File: config.mk
export PLATFORM = sky130hd
export DESIGN_NAME = dmc_mode_ctrl
export DESIGN_NICKNAME = d
export VERILOG_FILES = /design/src/logic/dmc_pkg.sv /design/src/logic/dmc_cfg_mem.sv /design/src/logic/dmc_mode_ctrl.sv
export VERILOG_INCLUDE_DIRS = /design/src /design/src/logic
export SDC_FILE = /design/constraint.sdc
export NUM_CORES = 1
export LEC_CHECK = 0
export BUFFER_PORTS_ARGS = -buffer_cell sky130_fd_sc_hd__buf_2
export CAP_MARGIN = 20
export CELL_PAD_IN_SITES_DETAIL_PLACEMENT = 0
export CELL_PAD_IN_SITES_GLOBAL_PLACEMENT = 1
export CORE_ASPECT_RATIO = 1.5
export CORE_MARGIN = 3
export CORE_UTILIZATION = 45
export CTS_CLUSTER_SIZE = 20
export DETAILED_ROUTE_END_ITERATION = 8
export PLACE_DENSITY = 0.93
export RECOVER_POWER = 25
export SLEW_MARGIN = 20
export SYNTH_ARGS = -nofsm -noshare
export SYNTH_HDL_FRONTEND = slang
export SYNTH_HIERARCHICAL = 1
export SYNTH_SLANG_ARGS = --single-unit
File: constraint.sdc
create_clock -name clk_sys -period 3.8 [get_ports clk_sys]
set_clock_uncertainty 0.15 [all_clocks]
set_input_delay 0.57 -clock clk_sys [delete_from_list [all_inputs] [get_ports clk_sys]]
set_output_delay 0.57 -clock clk_sys [all_outputs]
set_load 0.05 [all_outputs]
File: src/logic/dmc_params.svh
// Purpose: constants for the DMA channel mode control block
// Assumes: 16-bit host I/O addresses, 8-bit write data
// Notes:   definitions only
`ifndef DMC_PARAMS_SVH
`define DMC_PARAMS_SVH

// ----------------------------------------------------------------
// host I/O offsets
// ----------------------------------------------------------------
`define DMC_OFS_CMD_LO     16'h0008
`define DMC_OFS_CMD_HI     16'h00D0
`define DMC_OFS_MODE_LO    16'h000B
`define DMC_OFS_MODE_HI    16'h00D6
`define DMC_OFS_EXT_LO     16'h040B
`define DMC_OFS_EXT_HI     16'h04D6

// ----------------------------------------------------------------
// command register bit positions
// ----------------------------------------------------------------
`define DMC_CMD_ACK_POL    7
`define DMC_CMD_REQ_SENSE  6
`define DMC_CMD_ROTATE     4
`define DMC_CMD_DISABLE    2

// ----------------------------------------------------------------
// mode write layout: select bits and stored field
// ----------------------------------------------------------------
`define DMC_SEL_HI         1
`define DMC_SEL_LO         0
`define DMC_FIELD_HI       7
`define DMC_FIELD_LO       2

// ----------------------------------------------------------------
// codes and reset values
// ----------------------------------------------------------------
`define DMC_XMODE_DEMAND   2'h0
`define DMC_XMODE_CASCADE  2'h3
`define DMC_XTYPE_VERIFY   2'h0
`define DMC_XTYPE_ILLEGAL  2'h3
`define DMC_TIMING_COMPAT  2'h0
`define DMC_SIZE_RST_LO    2'h0
`define DMC_SIZE_RST_HI    2'h1
`define DMC_CASCADE_CHAN   3'h4
`define DMC_NUM_CHAN       8
`define DMC_GRP_CHAN       4

`endif

File: src/logic/dmc_pkg.sv
// Purpose: types shared by the DMA channel mode control block
// Assumes: dmc_params.svh supplies the numeric constants
// Notes:   all state structs live here
package dmc_pkg;

	// host I/O write strobe with its address and data
	typedef struct packed {
		logic [15:0] addr;
		logic [7:0]  data;
		logic        wr;
	} dmc_io_wr_t;

	// stored upper six bits of a channel mode write
	typedef struct packed {
		logic [1:0] xfer_mode;
		logic       addr_decr;
		logic       autoinit;
		logic [1:0] xfer_type;
	} dmc_mode_t;

	// stored upper six bits of an extended mode write
	typedef struct packed {
		logic       rsvd;
		logic       eop_in;
		logic [1:0] timing;
		logic [1:0] data_size;
	} dmc_ext_t;

	typedef struct packed {
		logic ack_high;
		logic req_low;
		logic rotate;
		logic disable_grp;
	} dmc_cmd_t;

	typedef enum logic {ARB_IDLE, ARB_BUSY} dmc_arb_st_t;

	typedef struct packed {
		dmc_arb_st_t st;
		logic [1:0]  idx;
		logic [1:0]  base;
	} dmc_arb_t;

	// effective per-channel settings seen by the transfer sequencer
	typedef struct packed {
		logic [1:0] xfer_mode;
		logic       addr_decr;
		logic       autoinit;
		logic [1:0] xfer_type;
		logic       strobe_en;
		logic [1:0] timing;
		logic [1:0] data_size;
		logic       eop_in;
	} dmc_chan_cfg_t;

	typedef struct packed {
		dmc_cmd_t [1:0]      cmd;
		logic [7:0]          req_s1;
		logic [7:0]          req_s2;
		dmc_arb_t [1:0]      arb;
		dmc_chan_cfg_t [7:0] cfg;
		logic [7:0]          reload;
	} dmc_state_t;

	typedef struct packed {
		dmc_mode_t [7:0] mode;
		dmc_ext_t [7:0]  ext;
	} dmc_mem_t;

endpackage

File: src/logic/dmc_cfg_mem.sv
// Purpose: per-channel mode and extended mode storage
// Assumes: one write per cycle, writes come from the host decode
// Notes:   outputs are the storage flops themselves
`timescale 1ns/1ps
`default_nettype none
`include "dmc_params.svh"

module dmc_cfg_mem #(
	parameter int NCH = `DMC_NUM_CHAN
) (
	input  wire logic               clk_sys,
	input  wire logic               rst_b,
	input  wire logic               mclr,
	input  wire logic               we_mode,
	input  wire logic               we_ext,
	input  wire logic [2:0]         waddr,
	input  wire logic [5:0]         wdata,
	output dmc_pkg::dmc_mode_t [7:0] mode,
	output dmc_pkg::dmc_ext_t [7:0]  ext
);
	import dmc_pkg::*;

	if (NCH != `DMC_NUM_CHAN) begin : g_chk
		$error("dmc_cfg_mem serves exactly eight channels");
	end

	dmc_mem_t s_q;
	dmc_mem_t s_d;

	// the cascade channel never leaves cascade
	function automatic dmc_mode_t mode_rst(input int c);
		dmc_mode_t m;
		m = '0;
		if (c == int'(`DMC_CASCADE_CHAN)) begin
			m.xfer_mode = `DMC_XMODE_CASCADE;
		end
		return m;
	endfunction

	always_comb begin
		s_d = s_q;
		if (we_mode) begin
			s_d.mode[waddr] = dmc_mode_t'(wdata);
			if (waddr == `DMC_CASCADE_CHAN) begin
				s_d.mode[waddr].xfer_mode = `DMC_XMODE_CASCADE;
			end
		end
		if (we_ext) begin
			s_d.ext[waddr] = dmc_ext_t'(wdata);
		end
		// master clear resets modes but keeps extended modes
		if (mclr) begin
			for (int c = 0; c < NCH; c++) begin
				s_d.mode[c] = mode_rst(c);
			end
		end
	end

	always_ff @(posedge clk_sys) begin
		if (!rst_b) begin
			for (int c = 0; c < NCH; c++) begin
				s_q.mode[c] <= mode_rst(c);
				s_q.ext[c] <= '0;
				s_q.ext[c].data_size <= (c < `DMC_GRP_CHAN) ? `DMC_SIZE_RST_LO
					: `DMC_SIZE_RST_HI;
			end
		end else begin
			s_q <= s_d;
		end
	end

	assign mode = s_q.mode;
	assign ext = s_q.ext;
endmodule
`default_nettype wire

File: src/logic/dmc_mode_ctrl.sv
// Purpose: command, mode and extended mode control for two DMA channel groups
// Assumes: host writes arrive as one-cycle strobes on clk_sys; request pins are async
// Notes:   request, address, count and page registers live outside this block
`timescale 1ns/1ps
`default_nettype none
`include "dmc_params.svh"

module dmc_mode_ctrl #(
	parameter int NCH = `DMC_NUM_CHAN
) (
	input  wire logic                    clk_sys,
	input  wire logic                    rst_b,
	input  wire dmc_pkg::dmc_io_wr_t     io_wr,
	input  wire logic                    master_clear,
	input  wire logic [7:0]              channel_request_line,
	input  wire logic [7:0]              terminal_count,
	input  wire logic [7:0]              isa_mem_target,
	output logic [7:0]                   channel_acknowledge_line,
	output dmc_pkg::dmc_chan_cfg_t [7:0] chan_cfg,
	output logic [7:0]                   reload_base,
	output logic [1:0]                   group_enabled
);
	import dmc_pkg::*;

	if (NCH != `DMC_NUM_CHAN) begin : g_chk
		$error("dmc_mode_ctrl serves exactly eight channels");
	end

	// ----------------------------------------------------------------
	// helpers
	// ----------------------------------------------------------------
	// returns {valid, index}; the first active request at or after base wins
	function automatic logic [2:0] pick(input logic [3:0] req, input logic [1:0] base);
		logic [2:0] r;
		logic [1:0] k;
		r = 3'h0;
		for (int i = 3; i >= 0; i--) begin
			k = base + 2'(i);
			if (req[k]) begin
				r = {1'b1, k};
			end
		end
		return r;
	endfunction

	function automatic dmc_cmd_t cmd_decode(input logic [7:0] d);
		dmc_cmd_t c;
		c.ack_high = d[`DMC_CMD_ACK_POL];
		c.req_low = d[`DMC_CMD_REQ_SENSE];
		c.rotate = d[`DMC_CMD_ROTATE];
		c.disable_grp = d[`DMC_CMD_DISABLE];
		return c;
	endfunction

	// ----------------------------------------------------------------
	// state
	// ----------------------------------------------------------------
	dmc_state_t      s_q;
	dmc_state_t      s_d;
	dmc_mode_t [7:0] mode_q;
	dmc_ext_t [7:0]  ext_q;
	logic            mem_we_mode;
	logic            mem_we_ext;
	logic [2:0]      mem_waddr;
	logic [5:0]      mem_wdata;

	// ----------------------------------------------------------------
	// host write decode
	// ----------------------------------------------------------------
	logic hit_mode_lo;
	logic hit_mode_hi;
	logic hit_ext_lo;
	logic hit_ext_hi;

	always_comb begin
		hit_mode_lo = io_wr.wr && (io_wr.addr == `DMC_OFS_MODE_LO);
		hit_mode_hi = io_wr.wr && (io_wr.addr == `DMC_OFS_MODE_HI);
		hit_ext_lo = io_wr.wr && (io_wr.addr == `DMC_OFS_EXT_LO);
		hit_ext_hi = io_wr.wr && (io_wr.addr == `DMC_OFS_EXT_HI);
		// master clear wins over a mode write landing in the same cycle
		mem_we_mode = (hit_mode_lo || hit_mode_hi) && !master_clear;
		mem_we_ext = hit_ext_lo || hit_ext_hi;
		mem_waddr = {hit_mode_hi || hit_ext_hi,
			io_wr.data[`DMC_SEL_HI:`DMC_SEL_LO]};
		mem_wdata = io_wr.data[`DMC_FIELD_HI:`DMC_FIELD_LO];
	end

	dmc_cfg_mem #(
		.NCH (NCH)
	) u_mem (
		.clk_sys (clk_sys),
		.rst_b   (rst_b),
		.mclr    (master_clear),
		.we_mode (mem_we_mode),
		.we_ext  (mem_we_ext),
		.waddr   (mem_waddr),
		.wdata   (mem_wdata),
		.mode    (mode_q),
		.ext     (ext_q)
	);

	// ----------------------------------------------------------------
	// group enables, request decode and arbitration
	// ----------------------------------------------------------------
	logic       en_hi;
	logic       en_lo;
	logic [7:0] req_act;
	logic [3:0] req_grp [2];
	logic       low_pending;
	logic [1:0] gate;
	logic [2:0] win;

	always_comb begin
		s_d = s_q;
		// request pins pass two flops before anything looks at them
		s_d.req_s1 = channel_request_line;
		s_d.req_s2 = s_q.req_s1;

		if (master_clear) begin
			s_d.cmd = '0;
		end else begin
			if (io_wr.wr && (io_wr.addr == `DMC_OFS_CMD_LO)) begin
				s_d.cmd[0] = cmd_decode(io_wr.data);
			end
			if (io_wr.wr && (io_wr.addr == `DMC_OFS_CMD_HI)) begin
				s_d.cmd[1] = cmd_decode(io_wr.data);
			end
		end

		en_hi = !s_q.cmd[1].disable_grp;
		en_lo = en_hi && !s_q.cmd[0].disable_grp;

		// one sense bit per group, never per channel
		for (int c = 0; c < NCH; c++) begin
			req_act[c] = s_q.req_s2[c] ^ s_q.cmd[c / `DMC_GRP_CHAN].req_low;
		end
		low_pending = en_lo && (|req_act[3:0]);
		req_grp[0] = req_act[3:0];
		// the upper group's first channel carries the lower group's demand
		req_grp[1] = {req_act[7:5], low_pending};
		gate[1] = en_hi;
		gate[0] = en_lo && (s_q.arb[1].st == ARB_BUSY) && (s_q.arb[1].idx == 2'h0);

		for (int g = 0; g < 2; g++) begin
			win = pick(req_grp[g], s_q.cmd[g].rotate ? s_q.arb[g].base : 2'h0);
			unique case (s_q.arb[g].st)
				ARB_IDLE: begin
					if (gate[g] && win[2]) begin
						s_d.arb[g].st = ARB_BUSY;
						s_d.arb[g].idx = win[1:0];
					end
				end
				ARB_BUSY: begin
					if (!gate[g] || !req_grp[g][s_q.arb[g].idx]) begin
						s_d.arb[g].st = ARB_IDLE;
						// the channel just served drops to the bottom
						s_d.arb[g].base = s_q.arb[g].idx + 2'h1;
					end
				end
			endcase
		end
		if (master_clear) begin
			s_d.arb = '0;
		end

		// registered per-channel view for the sequencer
		for (int c = 0; c < NCH; c++) begin
			s_d.cfg[c].xfer_mode = mode_q[c].xfer_mode;
			s_d.cfg[c].addr_decr = mode_q[c].addr_decr;
			s_d.cfg[c].autoinit = mode_q[c].autoinit;
			s_d.cfg[c].xfer_type = (mode_q[c].xfer_mode == `DMC_XMODE_CASCADE)
				? `DMC_XTYPE_VERIFY : mode_q[c].xfer_type;
			s_d.cfg[c].strobe_en = (mode_q[c].xfer_mode != `DMC_XMODE_CASCADE)
				&& (mode_q[c].xfer_type != `DMC_XTYPE_VERIFY)
				&& (mode_q[c].xfer_type != `DMC_XTYPE_ILLEGAL);
			// extended timings reach main memory only
			s_d.cfg[c].timing = isa_mem_target[c] ? `DMC_TIMING_COMPAT
				: ext_q[c].timing;
			s_d.cfg[c].data_size = ext_q[c].data_size;
			s_d.cfg[c].eop_in = ext_q[c].eop_in;
			s_d.reload[c] = terminal_count[c] && mode_q[c].autoinit;
		end
	end

	always_ff @(posedge clk_sys) begin
		if (!rst_b) begin
			s_q <= '0;
		end else begin
			s_q <= s_d;
		end
	end

	// ----------------------------------------------------------------
	// outputs
	// ----------------------------------------------------------------
	// the cascade channel has no pin; it idles at the inactive level
	for (genvar c = 0; c < NCH; c++) begin : g_ack
		localparam int G = c / `DMC_GRP_CHAN;
		localparam logic [1:0] L = 2'(c % `DMC_GRP_CHAN);
		logic asserted;
		assign asserted = (c != int'(`DMC_CASCADE_CHAN)) && (s_q.arb[G].st == ARB_BUSY)
			&& (s_q.arb[G].idx == L);
		assign channel_acknowledge_line[c] = asserted ? s_q.cmd[G].ack_high
			: !s_q.cmd[G].ack_high;
	end

	assign chan_cfg = s_q.cfg;
	assign reload_base = s_q.reload;
	assign group_enabled = {!s_q.cmd[1].disable_grp,
		!s_q.cmd[1].disable_grp && !s_q.cmd[0].disable_grp};
endmodule
`default_nettype wire

# After elaboration in Yosys (flattened, before gate mapping)
# Cells that the tools add are included.
[word_totals] ff_bits=234 in_bits=52 out_inout_bits=114 elab_cells=353
[classes] add_sub_neg=8 n_lt_le_gt_ge=12 n_eq_ne=37 mux=51 bitwise=10 n_reduce_logical=90
[ops] cell="bitwise mux 48 bit" count=3
[ops] cell="2-to-1 mux 48 bit" count=1
[ops] cell="logical AND 1 bit" count=45
[ops] cell="demux 6 bit (select 3 bit)" count=2
[ops] cell="OR reduction 2 bit" count=17
[ops] cell="== test 16 x 11 -> 1 bit (second input constant)" count=2
[ops] cell="== test 16 x 4 -> 1 bit (second input constant)" count=2
[ops] cell="== test 16 x 8 -> 1 bit (second input constant)" count=2
[ops] cell="inequality test 2 bit (second input constant)" count=16
[ops] cell="< comparator 2 x 3 -> 1 bit (second input constant)" count=10
[ops] cell="2-to-1 mux 3 bit" count=10
[ops] cell="== test 2 bit (second input constant)" count=12
[ops] cell="binary-select mux 1 bit (select 2 bit)" count=10
[ops] cell="2-to-1 mux 1 bit" count=19
[ops] cell="nonzero test 2 bit" count=8
[ops] cell="2-to-1 mux 6 bit" count=2
[ops] cell="adder 2 x 1 -> 2 bit (second input constant)" count=4
[ops] cell="adder 2 bit (second input constant)" count=4
[ops] cell="logical NOT 1 bit" count=8
[ops] cell="AND reduction 2 bit" count=4
[ops] cell="bitwise XOR 1 bit" count=7
[ops] cell="logical OR 1 bit" count=5
[ops] cell="== test 2 x 1 -> 1 bit (second input constant)" count=2
[ops] cell="logical NOT 2 bit" count=2
[ops] cell="other kinds (7)" count=11

# Logic depth before layout (Yosys ltp)
# Gate-level depths: netlist (run 1).
[logic_depth] depth_word=12 ltp_mapped=9 ltp_nobuf=7

# By module
# The synthesis (run 1) kept the hierarchy.
[modules_own_cells] mod="dmc_mode_ctrl" instances=1 cells_each=579 area_per_inst_um2=5753.0 seq_area_each_um2=2722.6
[modules_own_cells] mod="dmc_cfg_mem" instances=1 cells_each=351 area_per_inst_um2=3877.5 seq_area_each_um2=1921.8

# Worst setup path before layout (run 1)
# OpenSTA, ideal clock, no wires.
[synth_path] kind="in2reg" startpoint="in io_wr[12] in the netlist's numbering" endpoint="reg u_mem/mode[0] (netlist name)" setup_ns=0.128 arrival_time_ns=2.431 required_ns=3.522 path_slack_ns=1.090 stages=8 path_buffers=1 cell_sequence="nor2_1 -> nand4_1 -> or3b_2 -> a21oi_1 -> nor3b_1 -> buf_2 -> or4b_1 -> mux2i_1"
[synth_rtl] item="start: declaration" line_no="dmc_mode_ctrl.sv:13" text="input wire dmc_pkg::dmc_io_wr_t io_wr,"
[synth_rtl] item="== test 16 x 4 -> 1 bit (no source line) or == test 16 x 8 -> 1 bit (tied branches)"
[synth_rtl] item="logical AND 1 bit, on equally long branches" line_no="dmc_mode_ctrl.sv:76, dmc_mode_ctrl.sv:77"
[synth_rtl] item="logical OR 1 bit (*)" line_no="dmc_mode_ctrl.sv:81" text="mem_we_mode = (hit_mode_lo || hit_mode_hi) && !master_clear;"
[synth_rtl] item="logical AND 1 bit (*)" line_no="dmc_mode_ctrl.sv:81"
[synth_rtl] item="via mem_we_mode" line_no="dmc_mode_ctrl.sv:62" text="logic mem_we_mode;"
# The timed path passes the listed nets; every way through them passes the cells marked *.
# A chain may end at the register's enable or synchronous reset.

# Worst setup path after layout (run 1)
[layout_path] startpoint="in io_wr[12] in the netlist's numbering" endpoint="reg u_mem/ext[7] (netlist name)"
[layout_rtl] item="== test 16 x 11 -> 1 bit (no source line)"
[layout_rtl] item="logical AND 1 bit, on equally long branches" line_no="dmc_mode_ctrl.sv:78, dmc_mode_ctrl.sv:79"
[layout_rtl] item="logical OR 1 bit (*)" line_no="dmc_mode_ctrl.sv:82" text="mem_we_ext = hit_ext_lo || hit_ext_hi;"
[layout_rtl] item="via mem_we_ext" line_no="dmc_mode_ctrl.sv:63" text="logic mem_we_ext;"
# Marks and branches as above.

==> impl_metrics.py, run 1 <==
metrics = {
    "outcome": {
        "status": "completed",
    },
    "placement": {
        "dpl.cell_count": 1177,
        "dpl.hpwl_mm": 13.07,
        "place.gp.congestion": 0.8035,
        "numPortBuffers": 164,
    },
    "worst_setup_path": {
        "path_cells": "buf_2 -> nor2_1 -> nand4_1 -> or3b_2 -> a21oi_1 -> and2_1 -> nand4bb_1 -> mux2i_1",
        "crit_end": "u_mem/ext[7]",
        "worstReg2RegStart": "s_q[132]",
        "cp.arrival_ns": 2.91,
        "slowest_stage": "or3b_2",
        "worstSetupPathType": "in2reg",
        "cp.buffers_inverters": 1,
        "start_kind": "primary input",
        "worst-r2r-setup-slack_ns": 1.58,
        "startpoint": "io_wr[12]",
        "cp-end-kind": "flip-flop",
        "r2r-end": "s_q[112]",
        "worst_ep_required_time_ns": 4.05,
        "max_stage_delay_ns": 0.50,
        "reg2regPathDepth": 6,
        "path_depth": 8,
        "crit_family": "simple AND/OR/NAND/NOR gates",
        "crit_fanout": 8,
    },
    "run": {
        "maxCapViolations": 0,
    },
    "clock_tree": {
        "postCtsSetupBuffers": 0,
        "cts_buffers": 21,
        "cts_tree": "done",
        "cts_resized": 0,
        "htreeDepth": 1,
        "cts_root_buf": "clkbuf_16",
        "clkSlewWorstSetupHoldPaths_ns": 0.06,
        "ctsHoldBuffers": 0,
        "clk_latency_ns": 0.49,
        "cts.sinks": 224,
        "clockBufferDepth": 3,
    },
    "routing": {
        "avgViaCountPerCell": 4.919,
        "drc": 0,
        "ant_nets": 0,
        "drt-pass1-iter-count": 4,
        "drt_iter0_drc": 222,
        "wl_per_cell_um": 15.22,
        "vias": 5972,
        "routed_wl_mm": 18.48,
    },
    "grt": {
        "grt_max_degree": 122,
        "grt_pass1_wl_mm": 29.41,
        "grt_pass1_vias": 5823,
        "grt_remaining_overflow": 0,
        "grt_use_total_pct": 16.12,
        "antenna_found_initial": 1,
    },
    "cells_and_area": {
        "utilization_pct": 50.21,
        "drive_gt1_share_pct": 23.79,
        "synthToLayoutAreaGrowth_pct": 9.574,
        "final_nets": 996,
        "num_antenna_cells": 0,
        "fin_cells": 1214,
    },
    "floorplan": {
        "dieHeight_um": 182.6,
        "start_util_pct": 45.82,
        "die-area_mm2": 0.02259,
        "rows": 64,
        "ios": 166,
        "die_x_um": 123.7,
        "coreArea_mm2": 0.02042,
    },
    "min_path": {
        "worstHoldPathType": "in2reg",
    },
    "power_and_ir_drop": {
        "vdd_drop_max_v": 0.0002891,
        "powerDensity_mw_per_mm2": 465.1,
        "leakage_nw": 4.892,
    },
    "synth": {
        "synthesis.nets": 965,
        "syn_inst": 905,
        "ys_warn_count": 6,
        "syn-cell-area_mm2": 0.009356,
        "syn_area_per_cell_um2": 10.34,
    },
    "timing": {
        "setup_viol": 0,
        "worstMarginPinSlew_ns": 1.148,
        "min_period_ns": 2.661,
        "post-route-period-util_pct": 70.03,
        "slew_violations": 0,
        "rsz0062_at_grt": "no",
        "hold_violations": 0,
        "tns_ns": 0,
        "max-slew-margin-rel_pct": 23.47,
        "fmax_mhz": 375.8,
    },
}
==> registers in the layout, summed over array words and instances, names as in the netlist <==
name	flops
reload_base	8
chan_cfg	96
u_mem/ext	40
s_q	25
u_mem/mode	48
s_d	7
==> power by group <==
part           total [mW]  leakage (nW)  internal (mW)  switching (mW)
Clock                2.21         0.357           1.33           0.874
Sequential           2.37          1.81           2.36          0.0121
Combinational       0.189          2.73         0.0707           0.118
==> placed cells by master, fill, tap and decap left out, types with 9 or more instances in the layout <==
cell / instances
nor2_1: 29
dfxtp_1: 224
clkbuf_16: 21
a21oi_1: 9
a21boi_0: 9
xor2_1: 16
mux2i_1: 100
xnor2_1: 9
and2_1: 78
nand3b_1: 53
and3b_1: 16
nor2b_1: 9
nand2_1: 60
and2_0: 19
buf_2: 163
==> routing by layer <==
layer / vias to the layer above / share of wire, % / wire length [um] / track usage (%)
met4: 2 / 2.9 / 541 / 5.588
met5: - / 0.038 / 7 / 0
met3: 33 / 4.5 / 834 / 2.512
met1: 2822 / 40 / 7447 / 19.12
li1: 2985 / - / - / -
met2: 130 / 52 / 9651 / 28.97
==> through the flow <==
stage / hold WS (ns) / area (um2) / power [mW] / setup WS (ns)
2_1_floorplan: 0.2619 / 9356 / 2.555 / 1.090
4_1_cts: 0.1126 / 10260 / 4.835 / 1.195
3_5_place_dp: 0.2698 / 9519 / 2.617 / 0.6757
3_3_place_gp: 0.2685 / 9519 / 2.614 / 0.7218
6_report: 0.1293 / 10250 / 4.769 / 1.139
5_1_grt: 0.1256 / 10250 / 4.940 / 1.045
==> worst min-delay path by stage <==
| stage | from | end | slack (ns) | depth (start not counted) |
|---|---|---|---|---|
| 2_1_floorplan | s_d[114] | s_q[114] | 0.26 | 1 |
| 3_3_place_gp | s_d[117] | s_q[117] | 0.27 | 1 |
| 3_5_place_dp | s_d[119] | s_q[119] | 0.27 | 1 |
| 4_1_cts | channel_request_line[1] | s_d[115] | 0.11 | 2 |
| 5_1_grt | channel_request_line[1] | s_d[115] | 0.13 | 2 |
| 6_report | channel_request_line[1] | s_d[115] | 0.13 | 2 |
==> final cells by class <==
type	count	area [um2]
Inverter	8	30.03
Timing Repair Buffer	169	869.6
Clock inverter	12	176.4
Multi-Input combinational cell	512	3801
Sequential cell	224	4484
Fill cell	1863	10170
Tap cell	264	330.3
Clock buffer	25	560.5
(Power assumes the default switching activity.)
==> run 2: changes to the inputs <==
--- a/config.mk
+++ b/config.mk
@@ -12,10 +12,10 @@
 export CELL_PAD_IN_SITES_GLOBAL_PLACEMENT = 1
 export CORE_ASPECT_RATIO = 1.5
 export CORE_MARGIN = 3
-export CORE_UTILIZATION = 45
+export CORE_UTILIZATION = 39
 export CTS_CLUSTER_SIZE = 20
 export DETAILED_ROUTE_END_ITERATION = 8
-export PLACE_DENSITY = 0.93
+export PLACE_DENSITY = 0.86
 export RECOVER_POWER = 25
 export SLEW_MARGIN = 20
 export SYNTH_ARGS = -nofsm -noshare
==> constraint.sdc (replaced) <==
create_clock -name clk_sys -period 2.3 [get_ports clk_sys]
set_clock_uncertainty 0.15 [all_clocks]
set_input_delay 0.345 -clock clk_sys [delete_from_list [all_inputs] [get_ports clk_sys]]
set_output_delay 0.345 -clock clk_sys [all_outputs]
set_load 0.05 [all_outputs]
==> run 2 against run 1 <==
  * First-iteration DRC count increased by 32%
  * Final area up 6.2%
  * Hold slack got worse by 0.10 ns
  * Core utilization decreased by 3.5 points
  * Via count increased by 3.5%
  * Sequential cell count stayed put
  * Register-to-register slack worse by 1.3 ns
  * Combinational power up 87%
==> impl_metrics.py, run 2 (synthesis gave the netlist of run 1 again) <==
metrics = {
    "outcome": {
        "status": "completed",
    },
    "routing": {
        "drt_iter0_drc": 292,
        "avgViaCountPerCell": 4.672,
        "wl_per_cell_um": 15.04,
        "ant_nets": 0,
        "vias": 6181,
        "drc": 0,
        "drt-pass1-iter-count": 4,
        "routed_wl_mm": 19.90,
    },
    "timing": {
        "min_period_ns": 2.222,
        "rsz0062_at_grt": "no",
        "fin_ws_ns": 0.07758,
        "setup_viol": 0,
        "post-route-period-util_pct": 96.63,
        "worstMarginPinSlew_ns": 1.245,
        "slew_violations": 0,
        "hold_violations": 0,
        "fmax_mhz": 450.0,
        "max-slew-margin-rel_pct": 16.99,
    },
    "cells_and_area": {
        "final_nets": 1051,
        "largest_register_ffs": 96,
        "synthToLayoutAreaGrowth_pct": 16.38,
        "fillers": 2224,
        "layout_common_cells": "dfxtp_1 (222), buf_2 (159), mux2i_1 (100)",
        "drive_gt1_share_pct": 26.22,
        "fin_cells": 1323,
        "layout_commonest_cell": "dfxtp_1",
    },
    "grt": {
        "grt_pass1_wl_mm": 31.73,
        "grt_use_total_pct": 14.76,
        "grt_max_degree": 70,
        "grt_remaining_overflow": 0,
        "grt_pass1_vias": 6102,
        "antenna_found_initial": 2,
    },
    "placement": {
        "pre_cts_ws_ns": -0.3883,
        "dpl.cell_count": 1258,
        "place.gp.congestion": 0.7581,
        "numPortBuffers": 164,
        "dpl.hpwl_mm": 13.82,
    },
    "floorplan": {
        "dieHeight_um": 195.7,
        "start_util_pct": 40.14,
        "rows": 68,
        "die_x_um": 132.5,
        "die-area_mm2": 0.02592,
        "coreArea_mm2": 0.02331,
        "ios": 166,
    },
    "power_and_ir_drop": {
        "powerDensity_mw_per_mm2": 751.1,
        "vdd_drop_max_v": 0.0005357,
        "leakage_nw": 5.165,
    },
    "worst_setup_path": {
        "worst_ep_required_time_ns": 1.80,
        "cp.arrival_ns": 1.73,
        "crit_fanout": 4,
        "worstSetupPathType": "reg2out",
        "cp-end-kind": "output pin",
        "start_kind": "flip-flop",
    },
    "clock_tree": {
        "clkSlewWorstSetupHoldPaths_ns": 0.07,
        "cts_buffers": 22,
        "postCtsSetupBuffers": 0,
        "cts_root_buf": "clkbuf_16",
        "clockBufferDepth": 3,
        "cts_tree": "done",
        "htreeDepth": 1,
        "clk_latency_ns": 0.50,
        "cts.sinks": 224,
    },
    "run": {
        "maxCapViolations": 0,
    },
    "min_path": {
        "worstHoldPathType": "in2reg",
    },
}
run 2: changes by cell type in the layout (fill, tap and decap cells not counted), sizes merged:
cell         before  now
diode             0    1
dlygate4sd3       0   24
buf             168  193
inv              10    9
clkbuf           26   33
clkinv            4    6
run 2: routing by layer:
layer,vias to the layer above,global-route usage (%),share of wire [%]
met2,149,26.96,52
met5,-,0,0.10
met1,2892,16.66,40
met3,38,3.130,5.6
li1,3100,-,-
met4,2,5.817,3.2
run 2: stage by stage:
stage	setup TNS [ns]	util, %	area (um2)	power, mW	hold slack (ns)
after floorplan	0	-	9380	4.222	0.2619
after detailed placement	-26.76	42.28	9856	4.338	0.2669
after global placement	-22.61	42.28	9856	4.335	0.2670
after global routing	0	46.71	10890	8.464	0.03485
final	0	46.71	10890	8.179	0.02665
after CTS	0	46.81	10910	8.279	0.01281
run 2: repair_timing:
item                                    CTS  global route
resized for setup                         3             4
endpoints found under the setup margin    3             5
hold buffers                             24             0
endpoints found under the hold margin    32             0
gates cloned                              0             0
run 2: report_power, final:
| part | internal (mW) | leakage (nW) | switching [mW] | total, mW |
|---|---|---|---|---|
| sequential | 3.90 | 1.81 | 0.0201 | 3.92 |
| clock | 2.39 | 0.392 | 1.52 | 3.91 |
| combinational | 0.147 | 2.96 | 0.206 | 0.353 |
| total | 6.43 | 5.17 | 1.75 | 8.18 |
run 2: critical path, cell delays in order (launching register included):
cell and delay [ns]:
dfxtp_1 0.35, buf_4 0.14, inv_1 0.06, ha_1 0.17
nand2_1 0.07, xor2_1 0.17, clkbuf_4 0.26
run 2: layout make-up:
cell class / count / area [um2] / area share, %
Antenna cell: 1 / 2.502 / 0.02298
Clock buffer: 27 / 620.6 / 5.699
Clock inverter: 13 / 188.9 / 1.735
Inverter: 8 / 30.03 / 0.2758
Multi-Input combinational cell: 512 / 3817 / 35.06
Sequential cell: 224 / 4487 / 41.20
Tap cell: 315 / 394.1 / 3.619
Timing Repair Buffer: 223 / 1349 / 12.39
run 2: worst paths after layout:
path	end	start	cells after the start	slack [ns]
worst min-delay path	s_q[135]	io_wr[5]	3	0.03
worst min register to register	s_q[117]	s_d[117]	1	0.28
worst max register to register	s_q[112]	s_q[117]	6	0.26
worst max-delay path	channel_acknowledge_line[1]	s_q[107]	6	0.08
